[src/rtl/key_ram_pkg.sv]
// Constants shared by the battery-backed key store controller
// Functional notes
// - Keep 288 retained bits: a 256-bit key plus one 32-bit general word.
// - Software writes eight write-only key words; each lands in its key slice.
// - A check value write starts a readback of the stored key and a CRC.
// - The computed CRC is compared with the check value software supplied.
// - Status shows a done bit at the end and a pass bit on a match.
// - Key bits leave only on the engine port; register reads never return them.
// - The general word is readable and writable by software.
// - Writing 1 to the lock bit sets it; the general word then ignores writes.
// - Only the platform controller reset clears the lock bit.
// - An updated key is retained and presented to the engine on later boots.
// - All key updates and register accesses go through the APB slave.
package key_ram_pkg;
	// ****************************************
	// Register map
	// ****************************************
	localparam int ADDR_W = 12;
	localparam logic [11:0] KEY_WORD_BASE = 12'h000;
	localparam logic [11:0] KEY_CHECK_OFF = 12'h020;
	localparam logic [11:0] VERIFY_STATUS_OFF = 12'h024;
	localparam logic [11:0] GENERAL_WORD_OFF = 12'h028;
	localparam logic [11:0] GENERAL_LOCK_OFF = 12'h02c;

	// ****************************************
	// Fields and storage layout
	// ****************************************
	localparam int KEY_WORDS = 8;
	localparam int STORE_WORDS = 9;
	localparam int IDX_W = 4;
	localparam logic [3:0] GENERAL_IDX = 4'h8;
	localparam logic [3:0] LAST_KEY_IDX = 4'h7;
	localparam int STATUS_DONE_BIT = 0;
	localparam int STATUS_PASS_BIT = 1;
	localparam int LOCK_SET_BIT = 0;

	// ****************************************
	// Reset values and CRC constants
	// ****************************************
	localparam logic [31:0] STORE_RESET = 32'h0000_0000;
	localparam logic [31:0] CHECK_RESET = 32'h0000_0000;
	localparam logic [31:0] CRC_POLY = 32'h04c1_1db7;
	localparam logic [31:0] CRC_INIT = 32'hffff_ffff;
	localparam logic [31:0] CRC_XOROUT = 32'hffff_ffff;

	typedef enum logic {ST_IDLE, ST_READ} verify_state_t;
endpackage

[src/rtl/battery_key_ram_ctrl.sv]
// APB controller for the battery-backed key store with CRC verification
`timescale 1ns/1ps
module battery_key_ram_ctrl
	import key_ram_pkg::*;
(
	input wire logic clk,
	input wire logic rst_b,
	input wire logic vbat_rst_b,
	input wire logic psel,
	input wire logic penable,
	input wire logic pwrite,
	input wire logic [key_ram_pkg::ADDR_W-1:0] paddr,
	input wire logic [31:0] pwdata,
	output logic [31:0] prdata,
	output logic pready,
	output logic pslverr,
	output logic [255:0] aes_key
);
	import key_ram_pkg::*;

	// ****************************************
	// Address decode
	// ****************************************
	logic is_key;
	logic is_check;
	logic is_status;
	logic is_gen;
	logic is_lock;
	logic mapped;
	logic [IDX_W-1:0] key_idx;
	logic access;
	logic wr_acc;
	logic key_wr;
	logic chk_wr;
	logic gen_wr;
	logic lock_wr;

	always_comb begin
		is_key = 1'b0;
		is_check = 1'b0;
		is_status = 1'b0;
		is_gen = 1'b0;
		is_lock = 1'b0;
		if (paddr[1:0] != 2'b00) begin
			mapped = 1'b0;
		end else if (paddr < KEY_CHECK_OFF) begin
			is_key = 1'b1;
		end else if (paddr == KEY_CHECK_OFF) begin
			is_check = 1'b1;
		end else if (paddr == VERIFY_STATUS_OFF) begin
			is_status = 1'b1;
		end else if (paddr == GENERAL_WORD_OFF) begin
			is_gen = 1'b1;
		end else if (paddr == GENERAL_LOCK_OFF) begin
			is_lock = 1'b1;
		end
		mapped = is_key | is_check | is_status | is_gen | is_lock;
	end

	assign key_idx = IDX_W'(paddr[4:2]);
	assign access = psel & penable;
	assign wr_acc = access & pwrite;
	assign key_wr = wr_acc & is_key;
	assign chk_wr = wr_acc & is_check;
	assign gen_wr = wr_acc & is_gen;
	assign lock_wr = wr_acc & is_lock;

	// Zero wait states; read data is captured in the setup phase
	assign pready = 1'b1;
	assign pslverr = access & ~mapped;

	// ****************************************
	// Verification state
	// ****************************************
	verify_state_t state_reg;
	verify_state_t state_next;
	logic [IDX_W-1:0] idx_reg;
	logic [IDX_W-1:0] idx_next;
	logic [31:0] check_reg;
	logic [31:0] check_next;
	logic done_reg;
	logic done_next;
	logic pass_reg;
	logic pass_next;
	logic lock_reg;
	logic lock_next;
	logic [31:0] crc_after;
	logic [31:0] rd_word;
	logic [31:0] general_word;
	logic store_wr;
	logic [IDX_W-1:0] store_idx;

	always_comb begin
		state_next = state_reg;
		idx_next = idx_reg;
		check_next = check_reg;
		done_next = done_reg;
		pass_next = pass_reg;
		case (state_reg)
			ST_IDLE: begin
			end
			ST_READ: begin
				idx_next = idx_reg + 4'h1;
				if (idx_reg == LAST_KEY_IDX) begin
					state_next = ST_IDLE;
					done_next = 1'b1;
					pass_next = (crc_after == check_reg);
				end
			end
			default: begin
				state_next = ST_IDLE;
			end
		endcase
		// A new key word cancels any check in flight; stale results must not show
		if (key_wr) begin
			state_next = ST_IDLE;
			done_next = 1'b0;
			pass_next = 1'b0;
		end
		if (chk_wr) begin
			check_next = pwdata;
			state_next = ST_READ;
			idx_next = '0;
			done_next = 1'b0;
			pass_next = 1'b0;
		end
	end

	always_ff @(posedge clk or negedge rst_b) begin
		if (!rst_b) begin
			state_reg <= ST_IDLE;
			idx_reg <= '0;
			check_reg <= CHECK_RESET;
			done_reg <= 1'b0;
			pass_reg <= 1'b0;
		end else begin
			state_reg <= state_next;
			idx_reg <= idx_next;
			check_reg <= check_next;
			done_reg <= done_next;
			pass_reg <= pass_next;
		end
	end

	// ****************************************
	// General word lock
	// ****************************************
	always_comb begin
		lock_next = lock_reg;
		if (lock_wr && pwdata[LOCK_SET_BIT]) begin
			lock_next = 1'b1;
		end
	end

	always_ff @(posedge clk or negedge rst_b) begin
		if (!rst_b) begin
			lock_reg <= 1'b0;
		end else begin
			lock_reg <= lock_next;
		end
	end

	// ****************************************
	// Storage and CRC
	// ****************************************
	assign store_wr = key_wr | (gen_wr & ~lock_reg);
	assign store_idx = is_gen ? GENERAL_IDX : key_idx;

	key_word_store u_store (
		.clk(clk),
		.vbat_rst_b(vbat_rst_b),
		.wr_en(store_wr),
		.wr_idx(store_idx),
		.wr_data(pwdata),
		.rd_idx(idx_reg),
		.rd_data(rd_word),
		.aes_key(aes_key),
		.general_word(general_word)
	);

	key_crc_engine u_crc (
		.clk(clk),
		.rst_b(rst_b),
		.start(chk_wr),
		.word_valid(state_reg == ST_READ),
		.word_data(rd_word),
		.crc_after(crc_after)
	);

	// ****************************************
	// Read data
	// ****************************************
	logic [31:0] prdata_reg;
	logic [31:0] prdata_next;

	always_comb begin
		prdata_next = prdata_reg;
		if (psel && !penable && !pwrite) begin
			prdata_next = 32'h0000_0000;
			if (is_status) begin
				prdata_next[STATUS_DONE_BIT] = done_reg;
				prdata_next[STATUS_PASS_BIT] = pass_reg;
			end else if (is_gen) begin
				prdata_next = general_word;
			end else if (is_lock) begin
				prdata_next[LOCK_SET_BIT] = lock_reg;
			end
		end
	end

	always_ff @(posedge clk or negedge rst_b) begin
		if (!rst_b) begin
			prdata_reg <= 32'h0000_0000;
		end else begin
			prdata_reg <= prdata_next;
		end
	end

	assign prdata = prdata_reg;

	logic any_wr;
	assign any_wr = key_wr | chk_wr;
endmodule // battery_key_ram_ctrl

[src/rtl/key_crc_engine.sv]
// Word-serial CRC-32 over the key readback
`timescale 1ns/1ps
module key_crc_engine
	import key_ram_pkg::*;
(
	input wire logic clk,
	input wire logic rst_b,
	input wire logic start,
	input wire logic word_valid,
	input wire logic [31:0] word_data,
	output logic [31:0] crc_after
);
	logic [31:0] crc_reg;
	logic [31:0] crc_next;
	logic [31:0] step;
	logic fb;

	// ****************************************
	// One word per cycle, MSB first
	// ****************************************
	always_comb begin
		step = crc_reg;
		fb = 1'b0;
		for (int i = 0; i < 32; i++) begin
			fb = step[31] ^ word_data[31-i];
			step = {step[30:0], 1'b0} ^ (fb ? CRC_POLY : 32'h0000_0000);
		end
		crc_next = crc_reg;
		if (start) begin
			crc_next = CRC_INIT;
		end else if (word_valid) begin
			crc_next = step;
		end
	end

	always_ff @(posedge clk or negedge rst_b) begin
		if (!rst_b) begin
			crc_reg <= CRC_INIT;
		end else begin
			crc_reg <= crc_next;
		end
	end

	// Final value including this cycle's word, so the compare needs no extra state
	assign crc_after = step ^ CRC_XOROUT;
endmodule // key_crc_engine

[src/rtl/key_word_store.sv]
// Retained storage of eight key words and the general word
`timescale 1ns/1ps
module key_word_store
	import key_ram_pkg::*;
(
	input wire logic clk,
	input wire logic vbat_rst_b,
	input wire logic wr_en,
	input wire logic [key_ram_pkg::IDX_W-1:0] wr_idx,
	input wire logic [31:0] wr_data,
	input wire logic [key_ram_pkg::IDX_W-1:0] rd_idx,
	output logic [31:0] rd_data,
	output logic [255:0] aes_key,
	output logic [31:0] general_word
);
	// ****************************************
	// Storage words
	// ****************************************
	// Cleared only by the backup supply reset, so a platform reset keeps the key
	logic [31:0] mem_reg [STORE_WORDS];

	genvar g;
	generate
		for (g = 0; g < STORE_WORDS; g++) begin : g_word
			logic [31:0] word_next;
			always_comb begin
				word_next = mem_reg[g];
				if (wr_en && wr_idx == IDX_W'(g)) begin
					word_next = wr_data;
				end
			end
			always_ff @(posedge clk or negedge vbat_rst_b) begin
				if (!vbat_rst_b) begin
					mem_reg[g] <= STORE_RESET;
				end else begin
					mem_reg[g] <= word_next;
				end
			end
			if (g < KEY_WORDS) begin : g_key
				assign aes_key[g*32 +: 32] = mem_reg[g];
			end
		end
	endgenerate

	assign rd_data = (rd_idx < IDX_W'(STORE_WORDS)) ? mem_reg[rd_idx] : STORE_RESET;
	assign general_word = mem_reg[GENERAL_IDX];
endmodule // key_word_store
[config.mk]
export PLATFORM = sky130hd
export DESIGN_NAME = battery_key_ram_ctrl
export DESIGN_NICKNAME = d
export VERILOG_FILES = /design/src/rtl/key_ram_pkg.sv /design/src/rtl/battery_key_ram_ctrl.sv /design/src/rtl/key_crc_engine.sv /design/src/rtl/key_word_store.sv
export SDC_FILE = /design/constraint.sdc
export NUM_CORES = 1
export LEC_CHECK = 0
export ABC_AREA = 1
export BUFFER_PORTS_ARGS = -buffer_cell sky130_fd_sc_hd__buf_4
export CORE_UTILIZATION = 40
export CTS_CLUSTER_SIZE = 24
export DETAILED_ROUTE_END_ITERATION = 16
export SYNTH_ARGS = -nofsm -noshare
export SYNTH_HDL_FRONTEND = slang
export SYNTH_SLANG_ARGS = --single-unit
[constraint.sdc]
create_clock -name clk -period 8.9 [get_ports clk]
set_input_delay 0 -clock clk [delete_from_list [all_inputs] [get_ports clk]]
set_output_delay 0 -clock clk [all_outputs]
set_load 0.05 [all_outputs]
======== Word level (Yosys, flattened, before mapping) ========
Index checks and enable logic that the tools add are counted.
storage, ports and cells
  bits in registers ....................... 392
  input port bits ......................... 50
  output and inout port bits .............. 290
  logic and storage cells ................. 214
operators by class
  add/subtract/negate cells ............... 1
  magnitude comparators ................... 3
  equal/unequal tests ..................... 14
  muxes and demuxes ....................... 78
  bitwise gates (word level) .............. 81
  reductions and logical operators ........ 20
operators by type and width
  operator             count
  $xor 32x32->32       32
  $mux 27              32
  $mux 32              5
  $bmux 32 s4          1
  $eq 12x6->1 const B  4
  $mux 1               34
  $eq 32x32->1         1
  $not 32->32          1
  $xor 1x1->1          32
  $mux 31              1
  $mux 30              1
  $eq 4x3->1 const B   5
  $logic_and 1x1->1    12
  $lt 12x6->1 const B  1
  $mux 4               3
  $and 1x1->1          8
  $eq 4x2->1 const B   2
  $reduce_bool 3->1    2
  $ge 5x5->1 const B   1
  $not 4->5            1
  $or 1x1->1           5
  $add 4x1->4 const B  1
  $eq 4x1->1 const B   1
  $eq 4x4->1 const B   1
  7 further kinds      10

======== Depth between registers and ports, before layout ========
  depth after elaboration ................. 107
  gate-level depth with buffers ........... 50

======== By module ========
Synthesis repeated with hierarchy kept, for this count alone.
second synthesis, totals
  cell total of the unflattened synthesis .. 3365
  area total of the unflattened synthesis .. 23671.5 um^2
by module, submodules not included
  module                instances  cells each  area each (um^2)  sequential area each (um^2)
  key_word_store        1          1725        13487.9           7206.9
  key_crc_engine        1          1195        6610.1            840.8
  battery_key_ram_ctrl  1          445         3573.4            1801.7

======== Worst setup path after synthesis ========
Ideal clock, no wire load.
  kind .................................... register -> register
  start point ............................. register idx_reg[1]
  end point ............................... register pass_reg
  library setup time ...................... 73 ps
  arrival time ............................ 5115 ps
  data required time ...................... 8827 ps
  path slack .............................. 3712 ps
  cell stages (with the launch flop) ...... 43
  clock period less this slack ............ 5188 ps
  cells stage by stage .................... dfrtp_1 inv_2 buf_2 buf_4 buf_2 buf_2 buf_2 buf_2 clkbuf_1 ha_1 inv_1 o21ai_4 buf_6 buf_2 nand3_2 nand4_1 nand2_1 nand2_1 (+7 left out) nand2_1 nand3_2 nand2_4 nand2_2 nand2_2 nand2_1 nand2_2 nand2_1 nand2_2 xor2_1 nand2_1 nand2_1 nand2_1 nand2_1 nand3_1 nor2_1 nand2_1 a21oi_2
on the way
  longest elaborated chain between the ends .. 55
ends and longest elaborated chain
  item                                        line                         RTL
  start, declared                             battery_key_ram_ctrl.sv:77   logic [IDX_W-1:0] idx_reg;
  start signal, assigned                      battery_key_ram_ctrl.sv:138  idx_reg <= idx_next;
  $not 4->5 (implied by the code)             key_word_store.sv:45         assign rd_data = (rd_idx < IDX_W'(STORE_WORDS)) ? mem_reg[rd_idx] : STORE_RESET;
  $bmux 32 s4                                 key_word_store.sv:45
  $mux 32 (implied by the code) (2 in a row)  key_word_store.sv:45
  $mux 32                                     key_word_store.sv:45
  $xor 1x1->1                                 key_crc_engine.sv:25         fb = step[31] ^ word_data[31-i];
  $mux 27                                     key_crc_engine.sv:26         step = {step[30:0], 1'b0} ^ (fb ? CRC_POLY : 32'h0000_0000);
  $xor 32x32->32 (6 in a row)                 key_crc_engine.sv:26
  $xor 1x1->1                                 key_crc_engine.sv:25
  (+32 left out)                              --
  $mux 27                                     key_crc_engine.sv:26
  $xor 32x32->32 (2 in a row)                 key_crc_engine.sv:26
  $not 32->32 (no source line)                --
  $eq 32x32->1                                battery_key_ram_ctrl.sv:107  pass_next = (crc_after == check_reg);
  $mux 1                                      battery_key_ram_ctrl.sv:104  if (idx_reg == LAST_KEY_IDX) begin
  $mux 1                                      battery_key_ram_ctrl.sv:99   case (state_reg)
  $mux 1                                      battery_key_ram_ctrl.sv:115  if (key_wr) begin
  $mux 1                                      battery_key_ram_ctrl.sv:120  if (chk_wr) begin
  end signal, assigned                        battery_key_ram_ctrl.sv:141  pass_reg <= pass_next;
  end, declared                               battery_key_ram_ctrl.sv:83   logic pass_reg;
Parallel ways exist; a longest one is shown, timed or not. The select of a mux whose other input is x is not followed.
A chain may end at the register's enable or synchronous reset.

======== Worst setup path after layout ========
  start point ............................. register idx_reg[0]
  end point ............................... register pass_reg
The elaborated chain is that of the path after synthesis.

==> out/metrics.yaml <==
place:
  gp_congestion: 1.00
  port_buffers: 338
  place_hpwl_um: 70300
clock_tree:
  clkTransAtPathRegs_ns: 0.06
  cts_tree: "yes"
  htreeDepth: 2
  clockBufferDepth: 3
  cts_buffers: 46
  post_cts_resized: 0
  root_buffer: "clkbuf_16"
  clk_latency_ns: 0.60
  cts_sinks: 392
synth:
  synth_edf_count: 0
  ys.flop_type: "dfrtp_1"
  synth_area_leaders: "dfrtp_1, nand2_1, o21ai_0, nand3_1, inv_1"
  postSynthNetCount: 3398
  yosys_warnings: 0
  synth_top_cell_area_share: 0.383
  ys_seq_area_frac: 0.418
  syn_area_per_cell_um2: 7.04
  yosysUniqueCellTypes: 54
  syn_area_um2: 23500
  synth_top_cell_by_area: "dfrtp_1"
  async_reset_ff_frac: 1.00
  synthCells: 3346
  synth-seq-cells: 392
floorplanning:
  fp.coreArea_um2: 57900
  std_cell_rows: 88
  fp.dieArea_um2: 59800
  die_x_um: 245
  start_util: 0.406
  pin_count: 340
  die_h_um: 245
routing:
  wl_um: 94500
  routedWlPerCell_um: 21.2
  antenna_left: 0
  drt_iter0_markers: 2435
  vias_per_cell: 5.35
  via_count: 23800
  drt_first_pass_iters: 5
  drc: 0
worst_setup_path:
  regToRegEndpoint: "pass_reg"
  cpMostUsedCell: "nand2_1"
  cp-end-kind: "flip-flop"
  startpoint: "idx_reg[0]"
  worstSetupPathType: "flip-flop to flip-flop"
  critPathCapture: "pass_reg"
  startpoint_type: "flip-flop"
  timing.reg2reg.setup_slack_ns: 2.31
  critPathSlowestCell: "o21ai_4"
  crit_arrival_ns: 7.10
  critPathMaxStageDelay_ns: 0.75
  worstPathMaxFanout: 58
  reg2reg_from: "idx_reg[0]"
  crit_required_ns: 9.41
  worst-r2r-cell-count: 34
cells_and_area:
  final_layout_size_suffix_gt1_frac: 0.175
  layout_common_cells: "nand2_1, o21ai_0, buf_4"
  layout.nets: 3713
  final_common_cell: "nand2_1"
  area_growth_pct: 20.9
  largest_reg_flops: 256
sta:
  setup_viol: 0
  fmax_mhz: 152
  rsz0062_at_grt: "no"
  max_slew_margin: 0.227
  drv_slew: 0
  whs_ns: 0.0314
  fin_setup_tns_ns: 0
  fin_crit_ns: 6.59
  finalCritPeriodShare: 0.741
  hold_viol: 0
  worstMarginPinSlew_ns: 1.16
  skew_ns: 0.0281
worst_hold_path:
  hold_path_class: "primary input to asynchronous set/reset pin"
global_routing:
  grt_antenna_before_repair: 2
  grt_start_max_net_pins: 109
  first_global_vias: 22400
  overflow: 0
  grt_pass1_wl_um: 143000
  grt_use_total: 0.315
run:
  maxCapViolCount: 0
outcome:
  outcome: "finished, final reports clean"
-- worst min path at each step --
stage / to / cells after the start / slack [ns]
after floorplan: check_reg[0] / 0 / -0.30
after global placement: prdata[4] / 1 / 0.13
after detailed placement: u_store.aes_key[20] / 1 / 0.13
after CTS: state_reg / 7 / 0.02
after global routing: state_reg / 7 / 0.06
final: prdata[4] / 2 / 0.03
-- critical path: cells and delay by family (launching register included) --
family          cells  cell delay, ns
buf+inv             3            0.55
fa+ha+maj           1            0.26
simple gates       27            3.88
compound gates      3            1.00
flops               1            0.72
-- layout make-up --
cell class,instances,area (um2)
diodes,1,2.50
clock buffers,71,1350
well taps,765,957
repair buffers,407,3180
inverters,322,1220
flip-flops and latches,392,9850
multi-input cells,2492,11800
clock inverters,10,100
fillers,5925,29500
-- synth_stat cells, drive strengths merged, types with 12 or more instances --
| master | n |
|---|---|
| nand2 | 1311 |
| dfstp | 32 |
| nand3 | 338 |
| nand3b | 14 |
| inv | 319 |
| nand4 | 29 |
| dfrtp | 360 |
| xnor2 | 14 |
| a22oi | 12 |
| buf | 53 |
| xor2 | 56 |
| o22ai | 15 |
| a21oi | 53 |
| nor2 | 143 |
| o21ai | 453 |
| clkbuf | 87 |
-- stage by stage --
stage / util / setup slack [ns] / cells / area (um2)
floorplan: - / 3.71 / 3346 / 23500
global placement: 0.458 / 2.59 / 4332 / 26600
detailed placement: 0.458 / 2.46 / 4332 / 26600
CTS: 0.491 / 2.40 / 4459 / 28500
global route: 0.491 / 1.82 / 4459 / 28500
finish: 0.491 / 2.31 / 4460 / 28500
-- logic make-up after synthesis --
| logic type | synth area share |
|---|---|
| adders and majority gates | 0.00106 |
| AOI/OAI and AO/OA | 0.128 |
| other | 0.000159 |
| xor gates and xnor gates | 0.0284 |
| and+or+nand+nor | 0.342 |
| buffers and inverters | 0.0820 |
| DFF | 0.418 |
-- repair_timing --
item / CTS / global route
hold buffers: 46 / 0
endpoints found under the hold margin: 482 / 0
buffers inserted: 0 / 0
-- metal layers --
layer | track usage | part of all wire | up-vias
li1 | - | - | 11400
met1 | 0.437 | 0.44 | 11400
met2 | 0.498 | 0.46 | 901
met3 | 0.0694 | 0.083 | 105
met4 | 0.0735 | 0.021 | 2
met5 | 0 | 0.00013 | -
Power is left out: the tool's default activity adds up to more than one toggle a clock period on the data nets, which glitch-free logic cannot reach.
